<file path="config.mk">
export PLATFORM = sky130hd
export DESIGN_NAME = twb_top
export DESIGN_NICKNAME = d
export VERILOG_FILES = /design/src/twb_pkg.sv /design/src/twb_top.sv /design/src/twb_clk_div.sv
export SDC_FILE = /design/constraint.sdc
export NUM_CORES = 1
export LEC_CHECK = 0
export BUFFER_PORTS_ARGS = -buffer_cell sky130_fd_sc_hd__buf_4
export CORE_UTILIZATION = 35
export DETAILED_ROUTE_END_ITERATION = 10
export PLACE_DENSITY = 0.54
export SYNTH_ARGS = -nofsm -noshare
export SYNTH_HDL_FRONTEND = slang
export SYNTH_SLANG_ARGS = --single-unit
</file>
<file path="constraint.sdc">
create_clock -name clk_i -period 5.9 [get_ports clk_i]
set_input_delay 1.18 -clock clk_i [delete_from_list [all_inputs] [get_ports clk_i]]
set_output_delay 1.18 -clock clk_i [all_outputs]
set_load 0.02 [all_outputs]
</file>
<file path="src/twb_pkg.sv">
// constants, register map and state type of the two-wire bus interface
package twb_pkg;

  // ----------------------------------------
  // register indices (byte address = index * 4)
  // ----------------------------------------
  localparam logic [7:0] IDX_CTRL    = 8'ha0;
  localparam logic [7:0] IDX_STAT    = 8'ha1;
  localparam logic [7:0] IDX_DATA    = 8'ha2;
  localparam logic [7:0] IDX_OWN_ADR = 8'ha3;
  localparam logic [7:0] IDX_MODE    = 8'ha4;
  localparam logic [7:0] IDX_IRQ_ST  = 8'ha5;
  localparam logic [7:0] IDX_IRQ_MSK = 8'ha6;
  localparam logic [7:0] IDX_TIMER   = 8'ha7;

  // ----------------------------------------
  // bus_control fields
  // ----------------------------------------
  localparam int CTL_EN     = 7;
  localparam int CTL_IRQ_EN = 6;
  localparam int CTL_MASTER = 5;
  localparam int CTL_XMIT   = 4;
  localparam int CTL_SERIAL = 3;
  localparam int CTL_CLKSEL = 0;

  // ----------------------------------------
  // status fields, frame_count field, address field
  // ----------------------------------------
  localparam int ST_BUS_BUSY = 7;
  localparam int ST_DONE     = 6;
  localparam int ST_START    = 3;
  localparam int ST_ADDR     = 2;
  localparam int ST_NACK     = 1;
  localparam int ST_XFER     = 0;
  localparam logic [7:0] ST_FLAGS = 8'h4e;
  localparam int MODE_BC = 0;
  localparam int ADR_FMT = 0;
  localparam int TMR_EXT = 0;

  // ----------------------------------------
  // reset values
  // ----------------------------------------
  localparam logic [7:0] CTRL_RST = 8'h00;
  localparam logic [7:0] ADR_RST  = 8'h00;
  localparam logic [7:0] MODE_RST = 8'h00;
  localparam logic [7:0] STAT_RST = 8'h00;
  localparam logic [7:0] MSK_RST  = 8'h00;
  localparam logic [7:0] DATA_RST = 8'h00;

  // ----------------------------------------
  // serial clock divisors, normal and extended
  // ----------------------------------------
  localparam logic [8:0] DIV_STD [8] = '{9'h01c, 9'h028, 9'h030, 9'h040,
                                         9'h050, 9'h064, 9'h070, 9'h080};
  localparam logic [8:0] DIV_EXT [8] = '{9'h038, 9'h050, 9'h060, 9'h080,
                                         9'h0a0, 9'h0c8, 9'h0e0, 9'h100};

  // master frame sequencer, gray coded along idle-low-high-end
  typedef enum logic [1:0] {
    TWB_IDLE = 2'b00,
    TWB_LOW  = 2'b01,
    TWB_HIGH = 2'b11,
    TWB_END  = 2'b10
  } twb_state_t;

endpackage

</file>
<file path="src/twb_top.sv">
// two-wire bus interface: wishbone register file, master and slave engines
`timescale 1ns/1ps
module twb_top #(
  parameter int ADR_W  = 12,
  parameter int DATA_W = 32
) (
  // clock, reset, enable
  input  wire logic              clk_i,
  input  wire logic              rst_i,
  input  wire logic              ce_i,
  // wishbone slave
  input  wire logic              cyc_i,
  input  wire logic              stb_i,
  input  wire logic              we_i,
  input  wire logic [ADR_W-1:0]  adr_i,
  input  wire logic [DATA_W/8-1:0] sel_i,
  input  wire logic [DATA_W-1:0] dat_i,
  output logic      [DATA_W-1:0] dat_o,
  output logic                   ack_o,
  // two-wire pins, open drain
  input  wire logic              scl_i,
  output logic                   scl_o,
  output logic                   scl_oe_n_o,
  input  wire logic              sda_i,
  output logic                   sda_o,
  output logic                   sda_oe_n_o,
  // interrupt
  output logic                   irq_o
);

  if (ADR_W < 10 || DATA_W < 8) begin : g_chk
    $error("twb_top: ADR_W must be >= 10 and DATA_W >= 8");
  end

  // ----------------------------------------
  // register bus
  // ----------------------------------------
  logic [7:0] bus_control, status, transfer_data, own_slave_address;
  logic [7:0] frame_ctrl, irq_status, irq_mask;
  logic       extended_clock_bit;
  logic [7:0] set_ev;

  function automatic logic hit(input logic [ADR_W-3:0] w, input logic [7:0] idx);
    return w == (ADR_W-2)'(idx);
  endfunction

  wire             req   = cyc_i && stb_i;
  wire [ADR_W-3:0] widx  = adr_i[ADR_W-1:2];
  wire             wr    = req && we_i && ack_o && sel_i[0] && ce_i;
  wire [7:0]       wdat  = dat_i[7:0];
  wire             wr_ctl = wr && hit(widx, twb_pkg::IDX_CTRL);
  wire             wr_st  = wr && hit(widx, twb_pkg::IDX_STAT);
  wire             wr_dat = wr && hit(widx, twb_pkg::IDX_DATA);
  wire             wr_adr = wr && hit(widx, twb_pkg::IDX_OWN_ADR);
  wire             wr_md  = wr && hit(widx, twb_pkg::IDX_MODE);
  wire             wr_is  = wr && hit(widx, twb_pkg::IDX_IRQ_ST);
  wire             wr_im  = wr && hit(widx, twb_pkg::IDX_IRQ_MSK);
  wire             wr_tm  = wr && hit(widx, twb_pkg::IDX_TIMER);

  // read selection; unmapped words read as zero
  wire [7:0] rd_byte =
    hit(widx, twb_pkg::IDX_CTRL)    ? bus_control :
    hit(widx, twb_pkg::IDX_STAT)    ? status :
    hit(widx, twb_pkg::IDX_DATA)    ? transfer_data :
    hit(widx, twb_pkg::IDX_OWN_ADR) ? own_slave_address :
    hit(widx, twb_pkg::IDX_MODE)    ? frame_ctrl :
    hit(widx, twb_pkg::IDX_IRQ_ST)  ? irq_status :
    hit(widx, twb_pkg::IDX_IRQ_MSK) ? irq_mask :
    hit(widx, twb_pkg::IDX_TIMER)   ? {7'h00, extended_clock_bit} : 8'h00;

  // one wait state: ack one edge after the request, dropped the next
  always_ff @(posedge clk_i) begin
    if (rst_i) begin
      ack_o <= 1'b0;
      dat_o <= '0;
    end else if (ce_i) begin
      ack_o <= req && !ack_o;
      dat_o <= {{(DATA_W-8){1'b0}}, rd_byte};
    end
  end

  // ----------------------------------------
  // mode decode
  // ----------------------------------------
  wire       en       = bus_control[twb_pkg::CTL_EN];
  wire       master_select   = bus_control[twb_pkg::CTL_MASTER];
  wire       transmit_select = bus_control[twb_pkg::CTL_XMIT];
  wire       ack_mode = !bus_control[twb_pkg::CTL_SERIAL];
  wire [2:0] bc       = frame_ctrl[twb_pkg::MODE_BC +: 3];
  wire [3:0] data_bits  = (bc == 3'h0) ? 4'h8 : {1'b0, bc};
  wire [3:0] frame_bits = data_bits + {3'h0, ack_mode};

  // ----------------------------------------
  // master frame sequencer
  // ----------------------------------------
  twb_pkg::twb_state_t state, next_state;
  logic [3:0] bitn;
  logic [7:0] shreg;
  logic       tick;
  wire        go      = wr_dat && en && master_select && (state == twb_pkg::TWB_IDLE);
  wire        m_act   = (state == twb_pkg::TWB_LOW) || (state == twb_pkg::TWB_HIGH);
  wire        m_ackb  = (bitn == data_bits);
  wire        m_last  = (bitn == frame_bits - 1'b1);
  wire        m_txbit = transfer_data[3'(4'h7 - bitn)];

  twb_clk_div #(
    .DIV_W (9)
  ) u_div (
    .clk_i  (clk_i),
    .rst_i  (rst_i),
    .ce_i   (ce_i),
    .run_i  (m_act),
    .ext_i  (extended_clock_bit),
    .clk_sel_i (bus_control[twb_pkg::CTL_CLKSEL +: 3]),
    .tick_o (tick)
  );

  // low phase, then released high phase; one bit per pair of ticks
  always_comb begin
    next_state = state;
    case (state)
      twb_pkg::TWB_IDLE: if (go) next_state = twb_pkg::TWB_LOW;
      twb_pkg::TWB_LOW:  if (tick) next_state = twb_pkg::TWB_HIGH;
      twb_pkg::TWB_HIGH: if (tick) next_state = m_last ? twb_pkg::TWB_END
                                                       : twb_pkg::TWB_LOW;
      twb_pkg::TWB_END:  next_state = twb_pkg::TWB_IDLE;
      default:           next_state = twb_pkg::TWB_IDLE;
    endcase
  end

  logic ack_seen;
  always_ff @(posedge clk_i) begin
    if (rst_i || (ce_i && !en)) begin
      state    <= twb_pkg::TWB_IDLE;
      bitn     <= 4'h0;
      shreg    <= 8'h00;
      ack_seen <= 1'b0;
    end else if (ce_i) begin
      state <= next_state;
      if (go) bitn <= 4'h0;
      else if (state == twb_pkg::TWB_HIGH && tick) bitn <= bitn + 1'b1;
      if (state == twb_pkg::TWB_HIGH && tick && !m_ackb) shreg <= {shreg[6:0], sda_i};
      if (state == twb_pkg::TWB_HIGH && tick && m_ackb) ack_seen <= !sda_i;
    end
  end

  // ----------------------------------------
  // slave engine, pins sampled directly
  // ----------------------------------------
  logic       scl_q, sda_q, sl_first, sl_sel, bus_busy;
  logic [3:0] sl_cnt;
  logic [7:0] sl_sh;
  wire  s_on     = en && !master_select;
  wire  start_c  = scl_i && scl_q && sda_q && !sda_i;
  wire  stop_c   = scl_i && scl_q && !sda_q && sda_i;
  wire  scl_rise = scl_i && !scl_q;
  wire  scl_fall = !scl_i && scl_q;
  wire  s_ackb   = (sl_cnt == data_bits);
  wire  s_end    = s_on && scl_fall && (sl_cnt == frame_bits - 1'b1);
  // format_select high disables address recognition
  wire  addr_hit = sl_first && !own_slave_address[twb_pkg::ADR_FMT] &&
                   (sl_sh[7:1] == own_slave_address[7:1]);
  wire  s_txbit  = transfer_data[3'(4'h7 - sl_cnt)];

  always_ff @(posedge clk_i) begin
    if (rst_i) begin
      scl_q <= 1'b1;
      sda_q <= 1'b1;
      sl_first <= 1'b0;
      sl_sel   <= 1'b0;
      bus_busy <= 1'b0;
      sl_cnt   <= 4'h0;
      sl_sh    <= 8'h00;
    end else if (ce_i) begin
      scl_q <= scl_i;
      sda_q <= sda_i;
      if (start_c) bus_busy <= 1'b1;
      else if (stop_c) bus_busy <= 1'b0;
      if (!s_on || stop_c) begin
        sl_first <= 1'b0;
        sl_sel   <= 1'b0;
        sl_cnt   <= 4'h0;
      end else if (start_c) begin
        sl_first <= 1'b1;
        sl_sel   <= 1'b0;
        sl_cnt   <= 4'h0;
      end else if (s_end) begin
        sl_cnt <= 4'h0;
        if (sl_first) sl_sel <= addr_hit;
        sl_first <= 1'b0;
      end else if (scl_fall) begin
        sl_cnt <= sl_cnt + 1'b1;
      end
      if (s_on && scl_rise && sl_cnt < data_bits) sl_sh <= {sl_sh[6:0], sda_i};
    end
  end

  // ----------------------------------------
  // pin drive, open drain: oe_n low pulls the wire low
  // ----------------------------------------
  wire m_sda_low = m_act && (transmit_select ? (!m_ackb && !m_txbit)
                                             : (m_ackb && ack_mode));
  wire s_sda_low = s_on && !scl_i &&
                   ((s_ackb && ack_mode && (addr_hit || (sl_sel && !transmit_select))) ||
                    (sl_sel && transmit_select && !sl_first && sl_cnt < data_bits && !s_txbit));
  assign scl_o      = 1'b0;
  assign sda_o      = 1'b0;
  assign scl_oe_n_o = !(en && state == twb_pkg::TWB_LOW);
  assign sda_oe_n_o = !(en && (m_sda_low || s_sda_low));

  // ----------------------------------------
  // events, status, interrupt
  // ----------------------------------------
  wire m_done = (state == twb_pkg::TWB_END);
  assign set_ev = {1'b0,
                   m_done || (s_end && (sl_sel || addr_hit)),
                   2'b00,
                   s_on && start_c,
                   s_end && addr_hit,
                   m_done && ack_mode && !ack_seen && transmit_select,
                   1'b0};

  // hardware set wins over a clearing write in the same cycle
  wire [7:0] st_clr = wr_st ? (~wdat & twb_pkg::ST_FLAGS) : 8'h00;
  wire [7:0] is_clr = wr_is ? wdat : 8'h00;

  always_ff @(posedge clk_i) begin
    if (rst_i) begin
      bus_control        <= twb_pkg::CTRL_RST;
      own_slave_address  <= twb_pkg::ADR_RST;
      frame_ctrl         <= twb_pkg::MODE_RST;
      irq_mask           <= twb_pkg::MSK_RST;
      extended_clock_bit <= 1'b0;
    end else if (ce_i) begin
      if (wr_ctl) bus_control <= wdat;
      if (wr_adr) own_slave_address <= wdat;
      if (wr_md)  frame_ctrl <= {5'h00, wdat[2:0]};
      if (wr_im)  irq_mask <= wdat & twb_pkg::ST_FLAGS;
      if (wr_tm)  extended_clock_bit <= wdat[twb_pkg::TMR_EXT];
    end
  end

  // received byte lands in the data register; a CPU write takes priority
  always_ff @(posedge clk_i) begin
    if (rst_i) begin
      transfer_data <= twb_pkg::DATA_RST;
    end else if (ce_i) begin
      if (wr_dat) transfer_data <= wdat;
      else if (m_done && !transmit_select) transfer_data <= shreg;
      else if (s_end && sl_sel && !transmit_select) transfer_data <= sl_sh;
    end
  end

  wire [7:0] st_live = {bus_busy, 6'h00, state != twb_pkg::TWB_IDLE};
  always_ff @(posedge clk_i) begin
    if (rst_i) begin
      status     <= twb_pkg::STAT_RST;
      irq_status <= twb_pkg::STAT_RST;
      irq_o      <= 1'b0;
    end else if (ce_i) begin
      status <= (((status & ~st_clr) | set_ev) & twb_pkg::ST_FLAGS) | st_live;
      irq_status <= (irq_status & ~is_clr) | set_ev;
      irq_o <= bus_control[twb_pkg::CTL_IRQ_EN] && |(irq_status & irq_mask);
    end
  end

  logic [3:0] hcnt;
  always_ff @(posedge clk_i) begin
    if (rst_i || state == twb_pkg::TWB_IDLE) hcnt <= 4'h0;
    else if (state == twb_pkg::TWB_HIGH && tick) hcnt <= hcnt + 1'b1;
  end
endmodule

</file>
<file path="src/twb_clk_div.sv">
// serial clock divider: one tick per half period of the selected rate
`timescale 1ns/1ps
module twb_clk_div #(
  parameter int DIV_W = 9
) (
  // clock and reset
  input  wire logic       clk_i,
  input  wire logic       rst_i,
  input  wire logic       ce_i,
  // selection
  input  wire logic       run_i,
  input  wire logic       ext_i,
  input  wire logic [2:0] clk_sel_i,
  // half period strobe
  output logic            tick_o
);

  // ----------------------------------------
  // divisor lookup
  // ----------------------------------------
  if (DIV_W < 9) begin : g_chk
    $error("twb_clk_div: DIV_W must hold a divisor of 256");
  end

  logic [DIV_W-1:0] cnt;
  logic [DIV_W-1:0] gap;
  logic             gap_ok;
  logic [3:0]       cfg_q;
  wire  [8:0]       div_sel = ext_i ? twb_pkg::DIV_EXT[clk_sel_i]
                                    : twb_pkg::DIV_STD[clk_sel_i];
  wire  [DIV_W-1:0] half    = DIV_W'(div_sel[8:1]);
  wire              hit     = run_i && (cnt == half - 1'b1);
  wire              cfg_chg = (cfg_q != {ext_i, clk_sel_i});

  assign tick_o = hit && ce_i;

  // counter restarts whenever the engine idles so phases start clean
  always_ff @(posedge clk_i) begin
    if (rst_i || (ce_i && (!run_i || hit))) begin
      cnt <= '0;
    end else if (ce_i) begin
      cnt <= cnt + 1'b1;
    end
  end

  // ----------------------------------------
  // checks
  // ----------------------------------------
  always_ff @(posedge clk_i) begin
    if (rst_i || !run_i || cfg_chg) begin
      gap    <= '0;
      gap_ok <= 1'b0;
    end else if (tick_o) begin
      gap    <= '0;
      gap_ok <= 1'b1;
    end else if (ce_i) begin
      gap <= gap + 1'b1;
    end
    cfg_q <= {ext_i, clk_sel_i};
  end
endmodule

</file>
; ---- Word level (Yosys, flattened, before mapping)
; Memory sizes are Yosys's and may differ from the RTL's.
; Cells that the tools add are included.
[op_classes]
bitwise = 10
n_eq_ne = 20
add_sub_neg = 8
n_reduce_logical = 116
order_cmp = 4
n_mux = 44
[op_table]
columns = cell, count
row1 = $eq 10x8->1 const B, 8
row2 = $mux 8, 10
row3 = $logic_and 1x1->1, 62
row4 = $mux 9, 5
row5 = $mux 4, 7
row6 = $reduce_and 2->1, 13
row7 = $logic_not 1->1, 19
row8 = $eq 4x4->1, 4
row9 = $mux 7, 2
row10 = $not 7->7, 2
row11 = $mux 1, 13
row12 = $logic_or 1x1->1, 10
row13 = $add 9x1->9 const B, 1
row14 = $eq 9x9->1, 1
row15 = $reduce_bool 3->1, 3
row16 = $sub 8x1->9 const B, 1
row17 = $add 4x1->4 const B, 2
row18 = $and 8x7->8, 1
row19 = $and 8x8->8, 1
row20 = $lt 3x4->1 const B, 2
row21 = $mux 2, 4
row22 = $not 8->8, 1
row23 = $or 7x8->8, 1
row24 = $or 8x7->8, 1
row25 = 21 further kinds, 28
[word_totals]
romBits = 144
inputBits = 56
n_memories = 2
register_bits = 99
output_inout_bits = 38
word_cells = 227
[memory_table]
columns = name, words, width, rd, rd_clocked_by_memory_dff, wr, line
row1 = (name not given), 8, 9, 1, 0, 0, twb_clk_div.sv:29  ; wire [8:0] div_sel = ext_i ? twb_pkg::DIV_EXT[clk_sel_i]
row2 = (name not given), 8, 9, 1, 0, 0, twb_clk_div.sv:30  ; : twb_pkg::DIV_STD[clk_sel_i];

; ---- Logic depth before layout (Yosys ltp)
; Gate-level depths: netlist of the first run.
[depth]
ltp_word = 12
ltp_mapped = 13
depth_no_buf = 12

; ---- By module
; A second synthesis of the first run with hierarchy kept.
[hier_totals]
cells_unflattened = 659
hier_area_um2 = 5764.3
[modules_own_cells]
columns = module, cells_per_inst, n_inst, area_per_inst_um2, seq_area_each_um2
row1 = twb_top, 544, 1, 4807.1, 1761.7
row2 = twb_clk_div, 115, 1, 957.2, 180.2

; ---- Worst setup path after synthesis of the first run
; No wires, ideal clock.
[synth_timing]
kind = reg2reg
startpoint = reg bus_control[1]
endpoint = reg shreg[1]
arrival_time_ns = 3.072
setup_ns = 0.072
path_buffers = 1
path_slack_ns = 2.757
path_stages_with_launch = 14
t_required_ns = 5.828
synth_period_minus_slack_ns = 3.143
cell_sequence = dfxtp_1 > inv_1 > ha_1 > mux2_2 > a21oi_1 > ha_1 > inv_1 > a211o_1 > xor2_1 > or3_1 > a311oi_1 > and4_1 > buf_6 > mux2i_1
[synth_via]
elab_chain_cells = 12
elab_cells_between_ends = 15
cone_classes = add/sub (1) / eq/ne (1) / mux (5) / bitwise (1) / reduce/logical (5) / memory (2)
[synth_rtl]
columns = element, line
row1 = from (decl), twb_top.sv:38  ; logic [7:0] bus_control, status, transfer_data, own_slave_address;
row2 = from (signal assigned), twb_top.sv:229  ; bus_control <= twb_pkg::CTRL_RST;
row3 = from (signal assigned), twb_top.sv:235  ; if (wr_ctl) bus_control <= wdat;
row4 = $not 3->4 (implied by the code) (*), "twb_clk_div.sv:29, twb_clk_div.sv:30"
row5 = $mem_v2 8x9 (on tied branches), --
row6 = $mux 9 (on tied branches) (2 in a row), "twb_clk_div.sv:30, twb_clk_div.sv:29"
row7 = $mux 9 (*), twb_clk_div.sv:29
row8 = $sub 8x1->9 (*), twb_clk_div.sv:32  ; wire hit = run_i && (cnt == half - 1'b1);
row9 = $eq 9x9->1 (*), twb_clk_div.sv:32
row10 = $logic_and 1x1->1 (*), twb_clk_div.sv:32
row11 = $logic_and 1x1->1 (*), twb_clk_div.sv:35  ; assign tick_o = hit && ce_i;
row12 = $logic_and 1x1->1 (*), --
row13 = $logic_and 1x1->1 (*), twb_top.sv:142  ; if (state == twb_pkg::TWB_HIGH && tick && !m_ackb) shreg <= {shreg[6:0], sda_i};
row14 = $reduce_and 2->1 (no line) (*), --
row15 = to (signal assigned), twb_top.sv:142
row16 = to (decl), twb_top.sv:98  ; logic [7:0] shreg;
; Every way passes the cells marked *; elsewhere a longest branch is shown, timed or not. The select of a mux whose other input is x is not followed.
; A chain may end at the register's enable or synchronous reset.

; ---- Final worst setup path of the first run
[layout_timing]
startpoint = reg bus_control[1]
endpoint = reg shreg[4]
; Same word-level chain as after synthesis.

==> impl_results.md, run 1 <==
* Yosys warns at 0
* Final ANT Viol Nets at 0
* IO Pins at 94
* GPL Wtd Cong at 0.818
* Worst Tran Pin Value at 0.893 ns
* Die height at 131 µm
* Mapped Cells at 696
* WP data required at 6.18 ns
* Clk_lat worst skew at 0.35 ns
* Pins Over Slew Limit at 0
* First-pass GRT wire length at 24.1 mm
* Synth Flop Type: dfxtp_1
* TritonCTS clock tree: built
* Vias per std cell at 5.35
* Grt ovf at 0
* Synth Area in XOR/XNOR at 5.85%
* Synth Area in Simple Gates at 23.4%
* IO Port Bufs at 38
* GRT Util Overall at 18.5%
* Synth cell types at 59
* Routed WL per cell at 16.5 µm
* Finished Cell Area at 6380 µm²
* Initial Utilization at 36.2%
* Nets at 776
* Min-Delay Startpoint: irq_status[0]$_SDFFE_PP0P_
* Initial DRC count at 347
* Core area at 16000 µm²
* Peak supply drop at 142 µV
* Mux share of post-synthesis cell area at 12.7%
* # rows at 46
* Flops & latches, synth at 97
* Root buffer cell: clkbuf_16
* R2R Path Start: bus_control[1]$_SDFFE_PP0P_
* DR pass1 iterations at 5
* Crit path arrival time at 4.24 ns
* Reg2reg setup slack at 1.94 ns
* Cell Area, Synth at 5800 µm²
* LEAKAGE at 2.36 nW
* Slew HR at 40.3%
* RSZ-0062 raised after global routing: false
* Dpl hpwl at 11.3 mm
* # setup viols final at 0
* Post-synthesis average cell area at 8.33 µm²
* Cells after DPL at 910
* DP Area at 6100 µm²
* Num CTS Buffers at 9
* Commonest non-fill, non-tap cells in the layout: dfxtp_1 (97), nor2_1 (76), nand2_1 (74), a21oi_1 (52), mux2i_1 (52)
* Largest net degree at the start of global routing at 76
* Hold Path End: irq_status[0]$_SDFFE_PP0P_
* Hold Crit Class: reg -> reg
* Number of diodes at 0
* Crit. End Element: flip-flop
* Clock Sinks at 97
* Non-Filler Instances at 926
* DRT Wirelength at 15.2 mm
* Ys async rst share at 0%
* Reg clk slew, reported paths at 0.07 ns
* Hold-fix buffers, CTS at 0
* Vias at 4953
* Endpoints failing hold at 0
* Most common cell after layout, fill and taps aside: dfxtp_1
* Initial antenna violation count at 0
* Hold path cells at 2
* Final min period at 3.96 ns
* Die span in x at 131 µm
* Vias in the first global route at 4472
* Reg2reg end: shreg[4]$_SDFFE_PP0P_
* Max clock buf depth at 2
* Crit path max fanout at 10
* Tot Pwr at 1.32 mW
* Max-capacitance violation count at 0
* Register-to-Register Path Depth at 12
* CTS H-Tree Depth at 3
* Residual DRC at 0
* Period utilization at 67.1%
* Largest family of logic cells by synthesized area: simple AND/OR/NAND/NOR gates
* Postcts setup bufs at 0
* Adder-Cell Fraction of Synth Area at 3.24%
* Cell Pwr Density at 206 nW/µm²
* Area Growth Syn to Fin at 10.1%
* CP Launch Type: flip-flop
* Share of cells above drive strength 1 at 10.4%
* Clock Skews at 0.00782 ns
* Status: complete, no violations
* Sequential element share of the synthesized area at 33.5%
* Synth Area in Compound Gates at 14.2%
* Post-synth EDFFs at 0
* Setup TNS at 0 ns
* Kind of critical path: reg -> reg
* Die area at 17100 µm²
* Fmax at 253 MHz
* Post-CTS sizing at 0
state kept, by name, summed over array words and instances, names as in the netlist, 2 cells and up:
register and cells:
bitn 4, bus_control 8, dat_o 8, frame_ctrl 3, irq_mask 4, irq_status 8
own_slave_address 8, shreg 8, sl_cnt 4, sl_sh 8, state 2, status 6
transfer_data 8, u_div.cnt 9
power by group:
| part | internal [mW] | total [mW] | switching [mW] |
|---|---|---|---|
| sequential | 0.659 | 0.664 | 0.00474 |
| clock | 0.292 | 0.564 | 0.272 |
| combinational | 0.0279 | 0.0887 | 0.0608 |
| total | 0.979 | 1.32 | 0.338 |
worst max-delay path by stage:
stage | start | end | slack (ns) | depth (start not counted)
6_report | bus_control[1]$_SDFFE_PP0P_ | shreg[4]$_SDFFE_PP0P_ | 1.94 | 12
5_1_grt | bus_control[1]$_SDFFE_PP0P_ | shreg[4]$_SDFFE_PP0P_ | 1.70 | 12
4_1_cts | bus_control[1]$_SDFFE_PP0P_ | shreg[4]$_SDFFE_PP0P_ | 1.96 | 12
3_5_place_dp | adr_i[8] | own_slave_address[4]$_SDFFE_PP0P_ | 1.99 | 8
3_3_place_gp | adr_i[8] | own_slave_address[4]$_SDFFE_PP0P_ | 1.99 | 8
2_1_floorplan | bus_control[1]$_SDFFE_PP0P_ | shreg[1]$_SDFFE_PP0P_ | 2.76 | 13
synthesized netlist by cell type (5+ instances only):
master | number | area [µm²]
dfxtp_1 | 97 | 1940
nor2_1 | 76 | 285
nand2_1 | 74 | 278
a21oi_1 | 52 | 260
mux2i_1 | 52 | 521
clkbuf_1 | 37 | 139
buf_4 | 26 | 195
nand3_1 | 23 | 115
o21ai_0 | 20 | 100
xnor2_1 | 20 | 175
nand2b_1 | 17 | 106
xor2_1 | 16 | 140
ha_1 | 15 | 188
nor2b_1 | 15 | 93.8
nand4_1 | 14 | 87.6
a211o_1 | 12 | 105
inv_1 | 12 | 45.0
nor3_1 | 12 | 60.1
mux4_2 | 8 | 180
a211oi_1 | 7 | 52.6
a22oi_1 | 7 | 52.6
and3_1 | 7 | 43.8
o211ai_1 | 5 | 37.5
kinds of logic after synthesis:
kind of cell,Yosys count
fa+ha+maj,15
other cells,1
xor+xnor,37
compound gates,129
buf+inv,80
simple gates,274
mux,63
flops,97
per-stage QoR:
stage	utilization (%)	setup WS (ns)	hold WS (ns)
after CTS	39.9	1.96	0.453
final	39.9	1.94	0.456
after detailed placement	38.2	1.99	0.438
after floorplan	-	2.76	0.424
after global routing	39.9	1.70	0.478
after global placement	38.2	1.99	0.435
worst max-delay path: stages (launching register included):
cell      delay, ns
dfxtp_1        0.58
inv_1          0.14
ha_1           0.27
mux2_2         0.32
a21oi_1        0.15
ha_1           0.22
inv_1          0.07
a211o_1        0.30
xor2_1         0.17
or3_1          0.33
a311oi_1       0.44
and4_1         0.62
mux2i_1        0.25
metal layers:
metal	up-vias	global-route usage, %	share of wire [%]
li1	2440	-	-
met1	2396	24.7	48
met2	104	30.0	47
met3	13	4.72	4.0
met4	0	4.53	1.2
met5	-	0	0
cell type report:
class                      count  area, µm²
fill                        1691       9620
inverter                      12       45.0
multi-input combinational    544       3540
clock buffer                  10        229
tap                          216        270
timing repair buffer          41        308
sequential                    97       1940
clock inverter                 6       48.8
No activity file was read; power rests on OpenSTA's default activity.
==> run 2, diff against run 1 <==
PLACE_DENSITY = 0.56   (was 0.54)
clock period = 3.5 ns   (was 5.9 ns; I/O delays follow)
==> impl_results.md, run 2 (same netlist as run 1, synthesis figures left out) <==
* CP endpoint: sda_oe_n_o
* Crit path arrival time at 2.57 ns
* Peak supply drop at 307 µV
* Slew HR at 42.4%
* Logic pwr share at 6.8%
* IO Port Bufs at 38
* IO Pins at 94
* Worst path cell trace: inv_1, ha_1, nor2b_1, o21ai_0, nand2b_1, a21oi_2, nand4_1, a211oi_1, o21ai_0, buf_4
* TritonCTS clock tree: built
* # setup viols final at 0
* Final core utilization at 40.9%
* Die span in x at 131 µm
* Hold Crit Class: reg -> reg
* Max clock buf depth at 2
* NetSw at 0.563 mW
* Reg2reg setup slack at 0.23 ns
* Most frequent CP cell: o21ai_0
* Hold-fix buffers, CTS at 0
* Nets at 789
* Crit path max fanout at 6
* Commonest non-fill, non-tap cells in the layout: dfxtp_1 (96), nor2_1 (76), nand2_1 (74), buf_4 (53), mux2i_1 (52)
* Non-Filler Instances at 939
* Clk_lat worst skew at 0.36 ns
* WP data required at 2.80 ns
* Register-to-Register Path Depth at 13
* Max reg flops at 9
* Status: complete, no violations
* Kind of critical path: reg -> out
* Die height at 131 µm
* DRT Wirelength at 15.5 mm
* Worst setup path start: frame_ctrl[1]$_SDFFE_PP0P_
* P_int at 1.72 mW
* R2R Path Start: bus_control[0]$_SDFFE_PP0P_
* Crit-path max cell delay at 0.48 ns
* Period utilization at 93.5%
* Initial DRC count at 398
* Worst Tran Pin Value at 0.861 ns
* Final min period at 3.27 ns
* Max-capacitance violation count at 0
* Final ANT Viol Nets at 0
* CTS H-Tree Depth at 3
* Crit. End Element: output port
* Initial Utilization at 36.2%
* Initial antenna violation count at 0
* # rows at 46
* Largest Register: u_div.cnt
* Clock Skews at 0.00757 ns
* Number of diodes at 0
* CP Launch Type: flip-flop
* Area Growth Syn to Fin at 13.0%
* Cell Pwr Density at 349 nW/µm²
* Fmax at 305 MHz
* Pins Over Slew Limit at 0
* GPL Wtd Cong at 0.851
* Vias in the first global route at 4776
* RSZ-0062 raised after global routing: false
* Endpoints failing hold at 0
* Reg clk slew, reported paths at 0.07 ns
* Reg2reg end: shreg[5]$_SDFFE_PP0P_
* GRT Util Overall at 19.0%
* Switch share at 24.6%
* Largest net degree at the start of global routing at 40
* Residual DRC at 0
* Sequential power share at 49.0%
* Routed WL per cell at 16.5 µm
* Share of cells above drive strength 1 at 13.0%
* Core area at 16000 µm²
* Most common cell after layout, fill and taps aside: dfxtp_1
* Hold path cells at 2
* First-pass GRT wire length at 24.8 mm
* LEAKAGE at 2.45 nW
* Crit-path slowest cell: dfxtp_1
* DR pass1 iterations at 5
* Clock Sinks at 97
* Dpl hpwl at 11.7 mm
* Num CTS Buffers at 9
* Vias per std cell at 5.36
* Grt ovf at 0
* Cells after DPL at 922
* Root buffer cell: clkbuf_16
* Die area at 17100 µm²
* Clock power share at 44.2%
* Vias at 5033
## run 2: cell types whose count changed in the layout (fill, tap and decap cells not counted), sizes merged
| cell | previous run | this run |
|---|---|---|
| buf | 41 | 54 |
| bufinv | 0 | 1 |
| clkbuf | 10 | 9 |
| clkinv | 1 | 2 |
| inv | 15 | 14 |
## run 2: per-stage QoR
step / setup TNS [ns] / hold slack, ns / worst slack (ns) / power, mW / cell area [µm²]
floorplan: 0 / 0.424 / 0.357 / 1.26 / 5890
global placement: 0 / 0.436 / 0.135 / 1.30 / 6210
detailed placement: 0 / 0.439 / 0.0229 / 1.30 / 6210
CTS: -0.00710 / 0.453 / -0.00405 / 2.31 / 6510
global route: 0 / 0.471 / 0.0314 / 2.37 / 6550
finish: 0 / 0.452 / 0.227 / 2.29 / 6550
## run 2: layout make-up
| class | instances | area [µm²] |
|---|---|---|
| well taps | 216 | 270 |
| flip-flops and latches | 97 | 1940 |
| clock buffers | 9 | 225 |
| multi-input cells | 544 | 3570 |
| fillers | 1668 | 9450 |
| inverters | 12 | 45.0 |
| clock inverters | 7 | 78.8 |
| repair buffers | 54 | 418 |
## run 2: layer usage
metal	share of wire [%]	vias to the layer above	global-route usage (%)
li1	-	2457	-
met1	45	2411	24.9
met2	48	150	31.8
met3	5.4	15	4.36
met4	1.1	0	4.06
met5	0	-	0
## run 2: critical path: cells and delay by family, from the launching register on
family          cells  cell delay (ns)
fa+ha+maj           1             0.30
simple gates        3             0.34
compound gates      4             0.77
flops               1             0.48
buf+inv             2             0.33
## run 2: timing repair
action                                  CTS  global route
resized for setup                         0             7
pin swaps                                 0             3
gates cloned                              0             0
endpoints found under the setup margin    2            24
buffers inserted                          0             1
## run 2: worst min path at each step
stage                                from                         end
2_1_floorplan  irq_status[0]$_SDFFE_PP0P_  irq_status[0]$_SDFFE_PP0P_
3_3_place_gp   irq_status[0]$_SDFFE_PP0P_  irq_status[0]$_SDFFE_PP0P_
3_5_place_dp   irq_status[0]$_SDFFE_PP0P_  irq_status[0]$_SDFFE_PP0P_
4_1_cts        irq_status[0]$_SDFFE_PP0P_  irq_status[0]$_SDFFE_PP0P_
5_1_grt        irq_status[0]$_SDFFE_PP0P_  irq_status[0]$_SDFFE_PP0P_
6_report       irq_status[0]$_SDFFE_PP0P_  irq_status[0]$_SDFFE_PP0P_
## run 2: power groups by stage
stage / clock network [mW] / registers, mW / logic [mW]
floorplan: 0 / 1.15 / 0.112
global placement: 0 / 1.14 / 0.153
detailed placement: 0 / 1.15 / 0.154
CTS: 1.03 / 1.12 / 0.155
global route: 1.08 / 1.12 / 0.169
finish: 1.01 / 1.12 / 0.156
